<file path="config.mk">
export PLATFORM = sky130hd
export DESIGN_NAME = ocv_decoder
export DESIGN_NICKNAME = d
export VERILOG_FILES = /design/src/hw/ocv_pkg.sv /design/src/hw/ocv_prio_enc.sv /design/src/hw/ocv_decoder.sv
export SDC_FILE = /design/constraint.sdc
export NUM_CORES = 1
export LEC_CHECK = 0
export ABC_AREA = 1
export BUFFER_PORTS_ARGS = -buffer_cell sky130_fd_sc_hd__buf_2
export CAP_MARGIN = 15
export CORE_UTILIZATION = 35
export DETAILED_ROUTE_END_ITERATION = 16
export HOLD_SLACK_MARGIN = 0.05
export PLACE_DENSITY = 0.59
export REMOVE_ABC_BUFFERS = 1
export SYNTH_ARGS = -nofsm -noshare
export SYNTH_HDL_FRONTEND = slang
export SYNTH_SLANG_ARGS = --single-unit
</file>
<file path="constraint.sdc">
create_clock -name clk -period 2.3 [get_ports clk]
set_clock_uncertainty 0.05 [all_clocks]
set_input_delay 0.23 -clock clk [delete_from_list [all_inputs] [get_ports clk]]
set_output_delay 0.23 -clock clk [all_outputs]
set_load 0.01 [all_outputs]
</file>
<file path="src/hw/ocv_pkg.sv">
// Package for the opcode timing and vector map block.
// Assumes one 100 MHz clock and a synchronous program flash interface.
package ocv_pkg;
	// ----------------------------------------------------------------
	// Opcode encodings
	// ----------------------------------------------------------------
	localparam logic [7:0] OP_STOP         = 8'h30;
	localparam logic [7:0] OP_NO_OPERATION = 8'h40;
	localparam logic [7:0] OP_ACC_TO_IDX   = 8'h5c;
	localparam logic [7:0] OP_LOAD_REG     = 8'h5d;
	localparam logic [7:0] OP_WRITE_REG    = 8'h62;
	localparam logic [7:0] OP_RAM_COPY     = 8'h5f;
	localparam logic [7:0] OP_PTR_STORE    = 8'h3f;
	localparam logic [7:0] OP_OR_FLAGS     = 8'h71;
	localparam logic [7:0] OP_XOR_REG_IDX  = 8'h46;
	localparam logic [7:0] OP_COMPLEMENT   = 8'h73;
	localparam logic [7:0] OP_INC_ACC      = 8'h74;
	localparam logic [7:0] OP_DEC_IDX      = 8'h79;
	// ----------------------------------------------------------------
	// Lengths and cycle counts
	// ----------------------------------------------------------------
	localparam logic [1:0] LEN_1 = 2'h1;
	localparam logic [1:0] LEN_2 = 2'h2;
	localparam logic [1:0] LEN_3 = 2'h3;
	localparam logic [3:0] CYC_4  = 4'h4;
	localparam logic [3:0] CYC_6  = 4'h6;
	localparam logic [3:0] CYC_8  = 4'h8;
	localparam logic [3:0] CYC_9  = 4'h9;
	localparam logic [3:0] CYC_10 = 4'ha;
	localparam logic [3:0] CYC_13 = 4'hd;
	localparam logic [3:0] CYC_ONE = 4'h1;
	// ----------------------------------------------------------------
	// Vector table
	// ----------------------------------------------------------------
	localparam int          NUM_IRQ      = 15; // Supply, 8 blocks, 4 columns, pin, sleep
	localparam logic [13:0] VEC_RESET    = 14'h0000;
	localparam logic [13:0] VEC_SUPPLY   = 14'h0004;
	localparam logic [13:0] VEC_STEP     = 14'h0004;
	localparam logic [13:0] VEC_USER     = 14'h0040;
	localparam logic [13:0] PROG_TOP_MAX = 14'h3fff;
	// Flag bit positions
	localparam int FLAG_Z = 1;
	localparam int FLAG_C = 2;
	// ----------------------------------------------------------------
	// Decoded instruction attributes
	// ----------------------------------------------------------------
	typedef struct packed {
		logic       known;  // Opcode in decoded subset
		logic [1:0] len;    // Bytes
		logic [3:0] cyc;    // CPU cycles
		logic       upd_c;  // Carry may change
		logic       upd_z;  // Zero may change
		logic       stop;   // Stop processor
	} ocv_dec_t;
endpackage : ocv_pkg

</file>
<file path="src/hw/ocv_prio_enc.sv">
// Fixed priority interrupt picker with registered outputs.
// Assumes pending lines are synchronous levels; index 0 is highest.
`timescale 1ns/1ps
`default_nettype none
module ocv_prio_enc #(
	parameter int N = 14
) (
	input  wire logic                 clk,
	input  wire logic                 srst,
	input  wire logic [N-1:0]         pend,
	output var  logic                 any_ff,
	output var  logic [$clog2(N)-1:0] idx_ff
);
	// ----------------------------------------------------------------
	// Lowest index wins, i.e. lowest vector address
	// ----------------------------------------------------------------
	logic [$clog2(N)-1:0] nxt_idx; // Winner index
	always_comb begin
		nxt_idx = '0;
		for (int i = N - 1; i >= 0; i--) begin
			if (pend[i]) begin
				nxt_idx = i[$clog2(N)-1:0];
			end
		end
	end
	// Registered so the vector path stays short
	always_ff @(posedge clk) begin
		if (srst) begin
			any_ff <= 1'b0;
			idx_ff <= '0;
		end else begin
			any_ff <= |pend;
			idx_ff <= nxt_idx;
		end
	end
endmodule : ocv_prio_enc
`default_nettype wire

</file>
<file path="src/hw/ocv_decoder.sv">
// Instruction decoder, cycle sequencer and vector map of an 8-bit core.
// Assumes flash returns the byte at fetch_addr in the same cycle as the request.
// Function
// - 0x5C accumulator to index, 4 cycles
// - 0x5D register load, 2 bytes, 6, Z
// - 0x62 register immediate write, 3 bytes, 8
// - 0x5F RAM copy, 3 bytes, 10 cycles
// - 0x3F pointer store increment, 2 bytes, 10
// - 0x71 OR flags, 2 bytes, 4, C Z
// - 0x46 XOR indexed register, 3 bytes, 10, Z
// - Acknowledge to vector takes 13 cycles
// - Reset fetch starts at 0x0000
// - Supply monitor vectors to 0x0004
// - Digital blocks vector 0x0008 to 0x0024
// - Analog columns vector 0x0028 to 0x0034
// - Pin 0x0038, sleep timer 0x003C
// - User code begins at 0x0040
// - Program space tops at 0x3FFF
`timescale 1ns/1ps
`default_nettype none
module ocv_decoder #(
	parameter logic [13:0] PROG_TOP = ocv_pkg::PROG_TOP_MAX // Variant top
) (
	input  wire logic        clk,
	input  wire logic        srst,
	input  wire logic [7:0]  fetch_data,
	input  wire logic        supply_irq,
	input  wire logic [7:0]  digital_block_irq,
	input  wire logic [3:0]  analog_col_irq,
	input  wire logic        gpio_irq,
	input  wire logic        sleep_irq,
	output var  logic [13:0] fetch_addr_ff,
	output var  logic        fetch_req_ff,
	output var  logic [7:0]  opcode_ff,
	output var  ocv_pkg::ocv_dec_t dec_ff,
	output var  logic        retire_ff,
	output var  logic        halted_ff,
	output var  logic        irq_ack_ff,
	output var  logic        vector_taken_ff
);
	// ----------------------------------------------------------------
	// Sequencer states
	// ----------------------------------------------------------------
	typedef enum logic [1:0] {FETCH, WAIT, EXEC, VECT} ocv_state_t;
	ocv_state_t  state_ff;
	ocv_state_t  nxt_state;
	logic [3:0]  cnt_ff;   // Cycles left in current action
	logic [13:0] pc_ff;    // Instruction counter
	// ----------------------------------------------------------------
	// Interrupt request collection, order = vector order
	// ----------------------------------------------------------------
	logic [ocv_pkg::NUM_IRQ-1:0] pend;
	logic                        irq_any;
	logic [3:0]                  irq_idx;
	assign pend = {sleep_irq, gpio_irq, analog_col_irq, digital_block_irq, supply_irq};
	ocv_prio_enc #(.N(ocv_pkg::NUM_IRQ)) u_prio (
		.clk    (clk),
		.srst   (srst),
		.pend   (pend),
		.any_ff (irq_any),
		.idx_ff (irq_idx)
	);
	// Vector address: supply first, then four-byte steps upward
	logic [13:0] irq_vec;
	assign irq_vec = ocv_pkg::VEC_SUPPLY + 14'(irq_idx) * ocv_pkg::VEC_STEP;
	// ----------------------------------------------------------------
	// Opcode decode table
	// ----------------------------------------------------------------
	ocv_pkg::ocv_dec_t dec;
	always_comb begin
		dec = '{known: 1'b1, len: ocv_pkg::LEN_1, cyc: ocv_pkg::CYC_4,
			upd_c: 1'b0, upd_z: 1'b0, stop: 1'b0};
		case (fetch_data)
			ocv_pkg::OP_STOP: begin
				dec.cyc  = ocv_pkg::CYC_9;
				dec.stop = 1'b1;
			end
			ocv_pkg::OP_NO_OPERATION: begin
				dec.cyc = ocv_pkg::CYC_4;
			end
			ocv_pkg::OP_ACC_TO_IDX: begin
				dec.cyc = ocv_pkg::CYC_4;
			end
			ocv_pkg::OP_LOAD_REG: begin
				dec.len   = ocv_pkg::LEN_2;
				dec.cyc   = ocv_pkg::CYC_6;
				dec.upd_z = 1'b1;
			end
			ocv_pkg::OP_WRITE_REG: begin
				dec.len = ocv_pkg::LEN_3;
				dec.cyc = ocv_pkg::CYC_8;
			end
			ocv_pkg::OP_RAM_COPY: begin
				dec.len = ocv_pkg::LEN_3;
				dec.cyc = ocv_pkg::CYC_10;
			end
			ocv_pkg::OP_PTR_STORE: begin
				dec.len = ocv_pkg::LEN_2;
				dec.cyc = ocv_pkg::CYC_10;
			end
			ocv_pkg::OP_OR_FLAGS: begin
				dec.len   = ocv_pkg::LEN_2;
				dec.upd_c = 1'b1;
				dec.upd_z = 1'b1;
			end
			ocv_pkg::OP_XOR_REG_IDX: begin
				dec.len   = ocv_pkg::LEN_3;
				dec.cyc   = ocv_pkg::CYC_10;
				dec.upd_z = 1'b1;
			end
			ocv_pkg::OP_COMPLEMENT: begin
				dec.upd_z = 1'b1;
			end
			ocv_pkg::OP_INC_ACC, ocv_pkg::OP_DEC_IDX: begin
				dec.upd_c = 1'b1;
				dec.upd_z = 1'b1;
			end
			default: begin
				// Outside the subset: treated as a one-byte four-cycle slot
				dec.known = 1'b0;
			end
		endcase
	end
	// ----------------------------------------------------------------
	// Next counter value, wrapped at the variant top
	// ----------------------------------------------------------------
	logic [14:0] pc_sum; // One spare bit so a step past the full space is seen
	logic [13:0] pc_adv;
	assign pc_sum = {1'b0, pc_ff} + {13'h0000, dec_ff.len};
	assign pc_adv = (pc_sum > {1'b0, PROG_TOP}) ? ocv_pkg::VEC_RESET
		: pc_sum[13:0];
	logic last_cyc;
	assign last_cyc = (cnt_ff == ocv_pkg::CYC_ONE);
	// ----------------------------------------------------------------
	// State transitions
	// ----------------------------------------------------------------
	always_comb begin
		nxt_state = state_ff;
		case (state_ff)
			FETCH: nxt_state = WAIT;
			WAIT:  nxt_state = EXEC;
			EXEC: begin
				if (last_cyc && !dec_ff.stop) begin
					nxt_state = irq_any ? VECT : FETCH;
				end
			end
			VECT: if (last_cyc) nxt_state = FETCH;
			default: nxt_state = FETCH;
		endcase
	end
	// ----------------------------------------------------------------
	// Sequencer registers; stop holds until reset
	// ----------------------------------------------------------------
	always_ff @(posedge clk) begin
		if (srst) begin
			state_ff        <= FETCH;
			pc_ff           <= ocv_pkg::VEC_RESET;
			cnt_ff          <= '0;
			fetch_addr_ff   <= ocv_pkg::VEC_RESET;
			fetch_req_ff    <= 1'b0;
			opcode_ff       <= '0;
			dec_ff          <= '0;
			retire_ff       <= 1'b0;
			halted_ff       <= 1'b0;
			irq_ack_ff      <= 1'b0;
			vector_taken_ff <= 1'b0;
		end else begin
			state_ff        <= nxt_state;
			fetch_req_ff    <= (state_ff == FETCH);
			fetch_addr_ff   <= pc_ff;
			retire_ff       <= 1'b0;
			irq_ack_ff      <= 1'b0;
			vector_taken_ff <= 1'b0;
			case (state_ff)
				WAIT: begin
					// Opcode arrives; total counted from the fetch cycle
					opcode_ff <= fetch_data;
					dec_ff    <= dec;
					cnt_ff    <= dec.cyc - 4'h2;
				end
				EXEC: begin
					if (!last_cyc) begin
						cnt_ff <= cnt_ff - 4'h1;
					end else if (dec_ff.stop) begin
						halted_ff <= 1'b1;
						// One pulse only, not one per halted cycle
						retire_ff <= !halted_ff;
					end else begin
						retire_ff <= 1'b1;
						pc_ff     <= pc_adv;
						if (irq_any) begin
							irq_ack_ff <= 1'b1;
							cnt_ff     <= ocv_pkg::CYC_13 - 4'h1;
						end
					end
				end
				VECT: begin
					if (!last_cyc) begin
						cnt_ff <= cnt_ff - 4'h1;
					end else begin
						pc_ff           <= irq_vec;
						vector_taken_ff <= 1'b1;
					end
				end
				default: begin
				end
			endcase
		end
	end
	// ----------------------------------------------------------------
	// Checks
	// ----------------------------------------------------------------
	property p_ack_to_vector;
		@(posedge clk) disable iff (srst)
		$rose(irq_ack_ff) |-> ##13 (fetch_req_ff && !vector_taken_ff) or ##12 vector_taken_ff;
	endproperty
	a_ack_to_vector: assert property (p_ack_to_vector) else $error("vector timing wrong");
	property p_reset_fetch;
		@(posedge clk) $fell(srst) |-> ##1 (fetch_req_ff && fetch_addr_ff == 14'h0000);
	endproperty
	a_reset_fetch: assert property (p_reset_fetch) else $error("reset fetch not at zero");
	property p_vec_range;
		@(posedge clk) disable iff (srst)
		vector_taken_ff |-> (pc_ff >= 14'h0004 && pc_ff <= 14'h003c && pc_ff[1:0] == 2'h0);
	endproperty
	a_vec_range: assert property (p_vec_range) else $error("vector outside table");
	property p_supply_first;
		@(posedge clk) disable iff (srst)
		(irq_ack_ff && $past(supply_irq, 2)) |-> ##12 (pc_ff == 14'h0004);
	endproperty
	a_supply_first: assert property (p_supply_first) else $error("supply vector wrong");
	property p_stop_holds;
		@(posedge clk) disable iff (srst)
		halted_ff |=> halted_ff && !fetch_req_ff;
	endproperty
	a_stop_holds: assert property (p_stop_holds) else $error("stop released");
	property p_nop_len;
		@(posedge clk) disable iff (srst)
		(retire_ff && opcode_ff == 8'h40 && !irq_ack_ff) |->
			pc_ff == (($past(fetch_addr_ff) == PROG_TOP) ? ocv_pkg::VEC_RESET
			: $past(fetch_addr_ff) + 14'h1);
	endproperty
	a_nop_len: assert property (p_nop_len) else $error("length advance wrong");
	property p_nop_cycles;
		@(posedge clk) disable iff (srst)
		(state_ff == WAIT && fetch_data == 8'h40) |-> ##3 retire_ff;
	endproperty
	a_nop_cycles: assert property (p_nop_cycles) else $error("no_operation not 4 cycles");
	property p_copy_cycles;
		@(posedge clk) disable iff (srst)
		(state_ff == WAIT && fetch_data == 8'h5f) |->
			!retire_ff [*8] ##1 !retire_ff ##1 retire_ff;
	endproperty
	a_copy_cycles: assert property (p_copy_cycles) else $error("copy not 10 cycles");
	property p_top;
		@(posedge clk) disable iff (srst) pc_ff <= PROG_TOP;
	endproperty
	a_top: assert property (p_top) else $error("counter past top");
	// Vectors never reach into user code, which starts after the table
	property p_vec_below_user;
		@(posedge clk) disable iff (srst)
		vector_taken_ff |-> pc_ff < ocv_pkg::VEC_USER;
	endproperty
	a_vec_below_user: assert property (p_vec_below_user) else $error("vector in user code");
endmodule : ocv_decoder
`default_nettype wire

</file>
# --- Word-level counts from Yosys, hierarchy flattened ---
# Cells that the tools add are included.
word_totals:
  ff_bits: 62
  input_bits: 25
  wordCells: 113
op_classes:
  addsub: 4
  order_cmp: 1
  eq_ne: 23
  n_mux: 37
  n_bitwise: 3
  reduce_logical: 24
op_table:
  columns: ["operator", "n"]
  rows:
  - ["8-bit by 7-bit == test with 1-bit output, second input constant", 10]
  - ["14-bit two-way mux", 4]
  - ["4-bit two-way mux", 11]
  - ["14-bit one-hot mux with 2 select lines", 1]
  - ["3-bit OR reduction", 6]
  - ["8-bit by 6-bit == test with 1-bit output, second input constant", 2]
  - ["4-bit one-hot mux with 4 select lines", 1]
  - ["14-bit by 2-bit adder with 15-bit output", 1]
  - ["15-bit by 14-bit > comparator with 1-bit output, second input constant", 1]
  - ["15-bit OR reduction", 1]
  - ["3-bit two-way mux", 4]
  - ["4-bit one-hot mux with 3 select lines", 1]
  - ["12-bit OR reduction", 1]
  - ["2-bit two-way mux", 5]
  - ["2-bit inequality test, second input constant", 5]
  - ["9-bit OR reduction", 1]
  - ["1-bit two-way mux", 8]
  - ["2-bit one-hot mux with 4 select lines", 1]
  - ["4-bit AND reduction", 2]
  - ["3-bit by 6-bit adder with 7-bit output, first input constant", 1]
  - ["6-bit OR reduction", 1]
  - ["5-bit OR reduction", 1]
  - ["2-bit == test, second input constant", 2]
  - ["4-bit by 1-bit == test with 1-bit output, second input constant", 1]
  - ["other kinds (16)", 20]

# --- Depth between registers and ports, before layout ---
# Gate-level depths: netlist of run 1.
logic_depth:
  ltp_word: 14
  mapped_depth: 13

# --- Cells and area by module ---
# From an unflattened synthesis of run 1, not the netlist that was laid out.
unflattened:
  hier_cells: 432
  hier_area_um2: 3034.2
by_module_without_submodules:
  columns: ["module", "n_inst", "cells_each", "area_per_inst_um2", "seq_area_each_um2"]
  rows:
  - ["ocv_decoder", 1, 379, 2731.4, 1141.1]
  - ["ocv_prio_enc", 1, 53, 302.8, 100.1]

# --- Least setup slack after synthesis of run 1 ---
# No wires, ideal clock.
synth_path:
  path_type: "in2reg"
  from: "in fetch_data[7]"
  to: "reg cnt_ff[2]"
  setup_time_ns: 0.132
  arrival_ns: 1.477
  path_slack_ns: 0.641
  stages: 11
  path_buffers: 0
  path_cell_list: "inv_1 nand2_1 nor3_2 nand3_1 o21ai_2 nor2_1 ha_1 nor2_1 a31o_2 o21ai_0 a21oi_1"
synth_via:
  elab_chain_len: 5
  word_cells_on_any_way: 10
  classes_between: "1 x add/sub; 6 x eq/ne; 2 x mux; 1 x reduce/logical"
synth_lines:
  columns: ["item", "line", "source"]
  rows:
  - ["from (decl)", "ocv_decoder.sv:26", "input wire logic [7:0] fetch_data,"]
  - ["8-bit by 7-bit == test with 1-bit output or 8-bit by 6-bit == test with 1-bit output (tied branches)", "ocv_decoder.sv:73", "case (fetch_data)"]
  - ["3-bit OR reduction (no source line)", null, null]
  - ["4-bit one-hot mux with 4 select lines (*)", "ocv_decoder.sv:73", null]
  - ["4-bit by 2-bit subtractor with 4-bit output (*)", "ocv_decoder.sv:179", "cnt_ff <= dec.cyc - 4'h2;"]
  - ["4-bit one-hot mux with 3 select lines (*)", "ocv_decoder.sv:174", "case (state_ff)"]
  - ["to (signal assigned)", "ocv_decoder.sv:179", null]
  - ["to (signal assigned)", "ocv_decoder.sv:183", "cnt_ff <= cnt_ff - 4'h1;"]
  - ["to (signal assigned)", "ocv_decoder.sv:193", "cnt_ff <= ocv_pkg::CYC_13 - 4'h1;"]
  - ["to (decl)", "ocv_decoder.sv:47", "logic [3:0] cnt_ff;"]
# Every way passes the cells marked *; elsewhere a longest branch is shown, timed or not.
# A chain may end at the register's enable or synchronous reset.

# --- Final worst setup path of run 1 ---
layout_path:
  from: "reg dec_ff[7] (netlist name)"
  to: "reg pc_ff[13]"
layout_via:
  elab_chain_len: 6
layout_lines:
  columns: ["item", "line", "source"]
  rows:
  - ["from (decl)", "ocv_decoder.sv:35", "output var ocv_pkg::ocv_dec_t dec_ff,"]
  - ["from (signal assigned)", "ocv_decoder.sv:162", "dec_ff <= '0;"]
  - ["from (signal assigned)", "ocv_decoder.sv:178", "dec_ff <= dec;"]
  - ["14-bit by 2-bit adder with 15-bit output (*)", "ocv_decoder.sv:129", "assign pc_sum = {1'b0, pc_ff} + {13'h0000, dec_ff.len};"]
  - ["15-bit by 14-bit > comparator with 1-bit output", "ocv_decoder.sv:130", "assign pc_adv = (pc_sum > {1'b0, PROG_TOP}) ? ocv_pkg::VEC_RESET"]
  - ["14-bit two-way mux (*)", "ocv_decoder.sv:130", null]
  - ["14-bit two-way mux (*)", "ocv_decoder.sv:184", "end else if (dec_ff.stop) begin"]
  - ["14-bit two-way mux (*)", "ocv_decoder.sv:182", "if (!last_cyc) begin"]
  - ["14-bit one-hot mux with 2 select lines (*)", "ocv_decoder.sv:174", null]
  - ["to (signal assigned)", "ocv_decoder.sv:157", "pc_ff <= ocv_pkg::VEC_RESET;"]
  - ["to (signal assigned)", "ocv_decoder.sv:190", "pc_ff <= pc_adv;"]
  - ["to (signal assigned)", "ocv_decoder.sv:201", "pc_ff <= irq_vec;"]
  - ["to (decl)", "ocv_decoder.sv:48", "logic [13:0] pc_ff;"]
# Every way passes the cells marked *; elsewhere a longest branch is shown, timed or not. The select of a mux whose other input is x is not followed.

==> out/results.txt, run 1 <==
Status: completed
Leakage: 0.001738 uW
Clock Latency Late Sink: 0.35 ns
Worst vdd ir: 330.8 uV
Die area: 8790 um^2
Number of global-route vias before repair: 2660
Max_cap viols: 0
I/O Buffers: 61
Non-Filler Instances: 577
Tcrit/Tclk final: 0.7807
Sequential area share after synthesis: 0.4212
Ys async rst share: 0
Gate power share: 0.283
CP max FO: 8
ANT cells: 0
Vias: 2830
Clock Power Share: 0.313
CTS root buf: clkbuf_8
Worst-Margin Slew: 0.5276 ns
Fmax: 556.9 MHz
Synth warn: 0
Residual DRC count: 0
Via/cell ratio: 4.905
CTS Buf Count: 9
Critical Setup Path Class: flop to flop
CTS sink count: 62
Hold path start: supply_irq
FF-to-FF setup slack: 0.50 ns
Layout cells sized above 1: 0.2246
Synthesized area per cell: 7.366 um^2
Unrepaired setup endpoints after global routing: no
Grt ovf: 0
Clk buf depth: 2
Int Power: 2244 uW
Post-DP Area: 3368 um^2
Top Ports: 62
Worst r2r src: dec_ff[7]
Slew Limit Fails: 0
Area contributors post-synth: dfxtp_1, inv_1, nor2_1
#FFs+latches synth: 62
Dpl hpwl: 5210 um
Hold Path Depth: 4
Antenna violations before repair: 0
Reg-to-Reg End: pc_ff[13]
Setup TNS: 0 ns
Slowest CP cell: dfxtp_1
EDFF count, synth: 0
Cells after synthesis: 400
Post-synth top area share: 0.4212
Most used DFF post-synth: dfxtp_1
Fin. Hold Viols: 0
# Post-CTS Setup Buffers: 0
Switch share: 0.3439
DR pass1 iterations: 7
Fillcell total: 843
Cts repair resizes: 0
R2R cell count: 7
GRT Total Usage: 0.1758
Cell Rows: 33
Hold_buf cts: 0
Routability cong.: 0.9041
Power Density: 952.4 nW/um^2
Routed wire length: 7070 um
CTS tree: done
Minimum clock period: 1.796 ns
Core area: 8175 um^2
Drt wl/cell: 12.25 um
Die height: 93.76 um
First-pass GRT wire length: 11990 um
Initial core utilization: 0.3604
Sequential cell fraction of total power: 0.404
Most used cell, CP: nand4_2
Area leader, netlist: dfxtp_1
Die width: 93.76 um
Synth Cell Area: 2947 um^2
Worst-path clk slew: 0.07 ns
H-tree depth: 3
Post-DRT Antenna Nets: 0
Initial DRC count: 92
Critical Path Start Type: flop
Psw: 1176 uW
CP Cell Sequence: ha_1 > fa_1 > nand4_2 > nor2_4 > nand4_2 > nand3_1 > a31oi_1
Crit. End Element: flop
Layout area overhead: 21.87%
Rel. slew slack: 0.6479
Endpoints failing setup: 0
CP required: 2.48 ns
Critical path data arrival time: 1.98 ns
DP Cell Count: 561
Yosys cell types: 41
Hold Path Class: primary input to flop
Final Instance Area: 3591 um^2
Layout net count: 499
Worst hold endpoint: u_prio.idx_ff[0]
Worst path max stage delay: 0.35 ns
Largest net degree at the start of global routing: 27
## layout make-up
| type | instances | area, um^2 | share of cell area |
|---|---|---|---|
| well taps | 105 | 131.4 | 0.03659 |
| multi-input cells | 266 | 1419 | 0.3951 |
| clock inverters | 6 | 85.08 | 0.02369 |
| flip-flops and latches | 62 | 1241 | 0.3456 |
| clock buffers | 10 | 137.6 | 0.03833 |
| repair buffers | 65 | 335.3 | 0.09338 |
| inverters | 63 | 241.5 | 0.06725 |
## through the flow
| step | total power, uW | setup slack (ns) | hold slack, ns | utilization |
|---|---|---|---|---|
| after CTS | 3444 | 0.4906 | 0.08776 | 0.4392 |
| after global routing | 3659 | 0.3723 | 0.1172 | 0.4392 |
| final | 3420 | 0.5045 | 0.1043 | 0.4392 |
| after detailed placement | 2371 | 0.3224 | 0.4048 | 0.4120 |
| after floorplan | 2024 | 0.6382 | 0.2491 | - |
| after global placement | 2368 | 0.4020 | 0.3979 | 0.4120 |
## kinds of logic after synthesis
kind of cell               after synthesis  share of synthesized area
xor gates and xnor gates                 3                   0.008919
adders and majority gates                7                    0.03227
and+or+nand+nor                        181                     0.2947
DFF                                     62                     0.4212
AOI/OAI and AO/OA                       75                     0.1457
buffers and inverters                   72                    0.09724
## Yosys cell counts, types with 2 or more instances
cell      count
o211ai_1      4
o21ai_1       2
o21a_1        2
nand4_1       8
xor2_1        2
inv_2         3
buf_2         3
nand3b_1      2
inv_1        57
nand3_1      30
ha_1          6
nor3_1        8
a31oi_1       9
o21ai_0      22
nand4_2       3
dfxtp_1      62
nand2_1      53
nor2_1       57
nor4_1        4
a21oi_1      28
nand2_4       2
inv_4         2
nand2_2       4
clkbuf_1      3
buf_1         2
nor2_4        4
o21ai_2       2
and3_1        2
nor3_2        2
## critical path, delay by kind of cell, from the launching register on
kind / cells / cell delay [ns]
adder cells (fa/ha/maj): 2 / 0.43
AO/OA/AOI/OAI: 1 / 0.09
AND/OR/NAND/NOR: 4 / 0.76
flip-flops: 1 / 0.35
## power by group through the flow
stage,sequential [uW],combinational [uW],clock [uW]
after floorplan,1440,581,0
after global placement,1400,967,0
after detailed placement,1410,965,0
after CTS,1380,971,1090
after global routing,1410,1110,1140
final,1380,967,1070
## state kept, by name, indices dropped and copies added (netlist names)
signal	flops
fetch_addr_ff	14
pc_ff	14
dec_ff	10
opcode_ff	8
cnt_ff	4
u_prio.idx_ff	4
state_ff	2
fetch_req_ff	1
halted_ff	1
irq_ack_ff	1
retire_ff	1
u_prio.any_ff	1
vector_taken_ff	1
## worst max-delay path by stage
stage	to	cells past startpoint	startpoint
2_1_floorplan	cnt_ff[2]	11	fetch_data[7]
3_3_place_gp	cnt_ff[2]	11	fetch_data[0]
3_5_place_dp	cnt_ff[2]	11	fetch_data[0]
4_1_cts	pc_ff[13]	7	dec_ff[7]
5_1_grt	pc_ff[13]	7	pc_ff[0]
6_report	pc_ff[13]	7	dec_ff[7]
## layer usage
| metal | GRT usage | part of all wire | vias to the layer above |
|---|---|---|---|
| met2 | 0.2780 | 0.44 | 90 |
| met3 | 0.03883 | 0.057 | 20 |
| li1 | - | - | 1454 |
| met1 | 0.2191 | 0.47 | 1266 |
| met5 | 0 | 0 | - |
| met4 | 0.1013 | 0.028 | 0 |
## cell usage in the layout (no fill, tap or decap), drive strengths merged, types with 2 or more instances in the layout
cell       n
o211ai     4
inv       62
and3       2
nand3     30
xor2       2
nor2      62
buf       65
a31oi      9
clkbuf    10
clkinvlp   2
a21oi     28
nor4       4
o21a       2
bufinv     2
o21ai     26
nand2     59
dfxtp     62
clkinv     3
nor3      10
nand4     11
nand3b     2
ha         6
No activity file was read; power rests on OpenSTA's default activity.
==> inputs of run 2 (changes only) <==
Settings changed: PLACE_DENSITY 0.59 to 0.61.
Clock period 2.3 ns to 1.6 ns, I/O delays scaled along.
==> run 2 against run 1 <==
Cell area grew 14%. Sequential share of layout area shrank 4.0 points. Global-route usage grew 0.74 points. Largest power group unchanged.
==> out/results.txt, run 2 (synthesized netlist as in run 1, its figures left out) <==
Status: completed (unchanged)
CTS tree: done (unchanged)
Final Instance Area: 4083 um^2 (was 3591 um^2)
Routability cong.: 0.8905 (was 0.9041)
Int Power: 3526 uW (was 2244 uW)
FF-to-FF setup slack: 0.01 ns (was 0.50 ns)
Dpl hpwl: 5642 um (was 5210 um)
Core area: 8175 um^2 (unchanged)
Layout area overhead: 38.56% (was 21.87%)
Leakage: 0.002017 uW (was 0.001738 uW)
Via/cell ratio: 4.764 (was 4.905)
Layout cells sized above 1: 0.3346 (was 0.2246)
R2R cell count: 7 (unchanged)
Residual DRC count: 0 (unchanged)
Commonest non-fill, non-tap cells in the layout: buf_2, dfxtp_1, inv_1 (was dfxtp_1, buf_2, inv_1, nor2_1, nand2_1)
CP max FO: 3 (was 8)
Largest delay share family, worst path: adder cells (was simple AND/OR/NAND/NOR gates)
Buffers & Inverters on Critical Path: 1 (was 0)
Critical path data arrival time: 1.77 ns (was 1.98 ns)
DP Cell Count: 603 (was 561)
Critical Setup Path Class: flop to flop (unchanged)
I/O Buffers: 61 (unchanged)
Layout net count: 550 (was 499)
Die width: 93.76 um (unchanged)
Fin. Hold Viols: 0 (unchanged)
H-tree depth: 3 (unchanged)
CP Cell Sequence: ha_4 > fa_2 > or2_4 > nand3_2 > o211ai_1 > o21ai_1 > inv_1 (was ha_1 > fa_1 > nand4_2 > nor2_4 > nand4_2 > nand3_1 > a31oi_1)
Largest net degree at the start of global routing: 26 (was 27)
Slew Limit Fails: 0 (unchanged)
Worst r2r src: pc_ff[0] (was dec_ff[7])
ANT cells: 0 (unchanged)
Die height: 93.76 um (unchanged)
Worst path max stage delay: 0.40 ns (was 0.35 ns)
Gate power share: 0.321 (was 0.283)
Reg-to-Reg End: pc_ff[2] (was pc_ff[13])
Tcrit/Tclk final: 0.9920 (was 0.7807)
Footprint of the multi-input gates: 1506 um^2 (was 1419 um^2)
Post-DP Area: 3684 um^2 (was 3368 um^2)
Number of global-route vias before repair: 2826 (was 2660)
Rel. slew slack: 0.7320 (was 0.6479)
Max_cap viols: 0 (unchanged)
Commonest non-fill, non-tap cell in the layout: buf_2 (was dfxtp_1)
Crit. End Element: flop (unchanged)
Fmax: 630.0 MHz (was 556.9 MHz)
Switch share: 0.3326 (was 0.3439)
Drt wl/cell: 11.89 um (was 12.25 um)
Non-Filler Instances: 628 (was 577)
Routed wire length: 7467 um (was 7070 um)
Die area: 8790 um^2 (unchanged)
Largest registers: fetch_addr_ff: 14 flops, pc_ff: 14 flops, dec_ff: 10 flops (unchanged)
DR pass1 iterations: 5 (was 7)
Hold Path Class: primary input to flop (unchanged)
Clk buf depth: 2 (unchanged)
Worst vdd ir: 499.4 uV (was 330.8 uV)
Grt ovf: 0 (unchanged)
GRT Total Usage: 0.1832 (was 0.1758)
Minimum clock period: 1.587 ns (was 1.796 ns)
Clock Power Share: 0.302 (was 0.313)
CP required: 1.78 ns (was 2.48 ns)
Register Area: 1246 um^2 (was 1241 um^2)
Power Density: 1294 nW/um^2 (was 952.4 nW/um^2)
Worst-path clk slew: 0.07 ns (about the same)
Sequential cell fraction of total power: 0.376 (was 0.404)
Antenna violations before repair: 0 (unchanged)
CTS Buf Count: 9 (unchanged)
Total chip power: 5283 uW (was 3420 uW)
Endpoints failing setup: 0 (unchanged)
Smallest hold slack: 0.06048 ns (was 0.1043 ns)
Post-DRT Antenna Nets: 0 (unchanged)
Vias: 2992 (was 2830)
Hold Path Depth: 4 (unchanged)
CTS sink count: 62 (unchanged)
Cell Rows: 33 (unchanged)
Fillcell total: 837 (was 843)
Worst-Margin Slew: 0.3983 ns (was 0.5276 ns)
Clock Latency Late Sink: 0.34 ns (was 0.35 ns)
Worst hold endpoint: u_prio.idx_ff[1] (was u_prio.idx_ff[0])
Slowest CP cell: fa_2 (was dfxtp_1)
Initial DRC count: 119 (was 92)
Unrepaired setup endpoints after global routing: yes (was no)
Initial core utilization: 0.3604 (unchanged)
Top Ports: 62 (unchanged)
CTS root buf: clkbuf_8 (unchanged)
Hold path start: digital_block_irq[0] (was supply_irq)
First-pass GRT wire length: 12620 um (was 11990 um)
Critical Path Start Type: flop (unchanged)
Psw: 1757 uW (was 1176 uW)
## run 2: cell count changes in the layout (fill, tap and decap cells not counted), sizes merged
cell / previous run / this run
dlygate4sd3: 0 / 2
clkinvlp: 2 / 0
clkinv: 3 / 2
buf: 65 / 114
clkbuf: 10 / 13
## run 2: per-stage QoR
stage	setup TNS [ns]	util	worst slack, ns
after floorplan	-0.1152	-	-0.05874
final	0	0.4994	0.01278
after global placement	-0.6908	0.4506	-0.1595
after detailed placement	-1.528	0.4506	-0.2737
after CTS	0	0.4890	0.01327
after global routing	-0.4028	0.4994	-0.05925
## run 2: per-layer routing
layer / vias up / part of all wire / global-route usage
met5: - / 0 / 0
met4: 0 / 0.019 / 0.09103
met3: 11 / 0.044 / 0.03398
met2: 70 / 0.46 / 0.2938
met1: 1353 / 0.48 / 0.2345
li1: 1558 / - / -
## run 2: worst max path at each step
stage,from,endpoint,slack [ns],cells past startpoint
2_1_floorplan,dec_ff[7],pc_ff[2],-0.06,7
3_3_place_gp,fetch_data[7],cnt_ff[2],-0.16,12
3_5_place_dp,fetch_data[7],cnt_ff[2],-0.27,12
4_1_cts,dec_ff[7],pc_ff[8],0.01,8
5_1_grt,pc_ff[0],pc_ff[7],-0.06,7
6_report,pc_ff[0],pc_ff[2],0.01,7
## run 2: tightest hold or removal path, stage by stage
cell and delay, ns:
buf_2 0.09, inv_1 0.04, nand3_1 0.07, a31oi_1 0.04
## run 2: power groups by stage
stage / Combinational (uW) / Sequential [uW] / Clock, uW
floorplan: 836 / 2070 / 0
global placement: 1580 / 2000 / 0
detailed placement: 1600 / 2000 / 0
CTS: 1660 / 1980 / 1620
global route: 1910 / 2020 / 1700
finish: 1700 / 1990 / 1600
## run 2: final cells by class
| cell class | count | share of cell area |
|---|---|---|
| clock buffers | 13 | 0.04137 |
| clock inverters | 3 | 0.01594 |
| inverters | 63 | 0.05915 |
| multi-input cells | 266 | 0.3690 |
| flip-flops and latches | 62 | 0.3052 |
| well taps | 105 | 0.03218 |
| repair buffers | 116 | 0.1771 |
## run 2: timing repair
action,CTS,global route
hold buffers,2,0
resized for setup,11,21
pin swaps,5,10
hold endpoints to repair,1,0
setup buffers,3,5
endpoints found under the setup margin,15,19
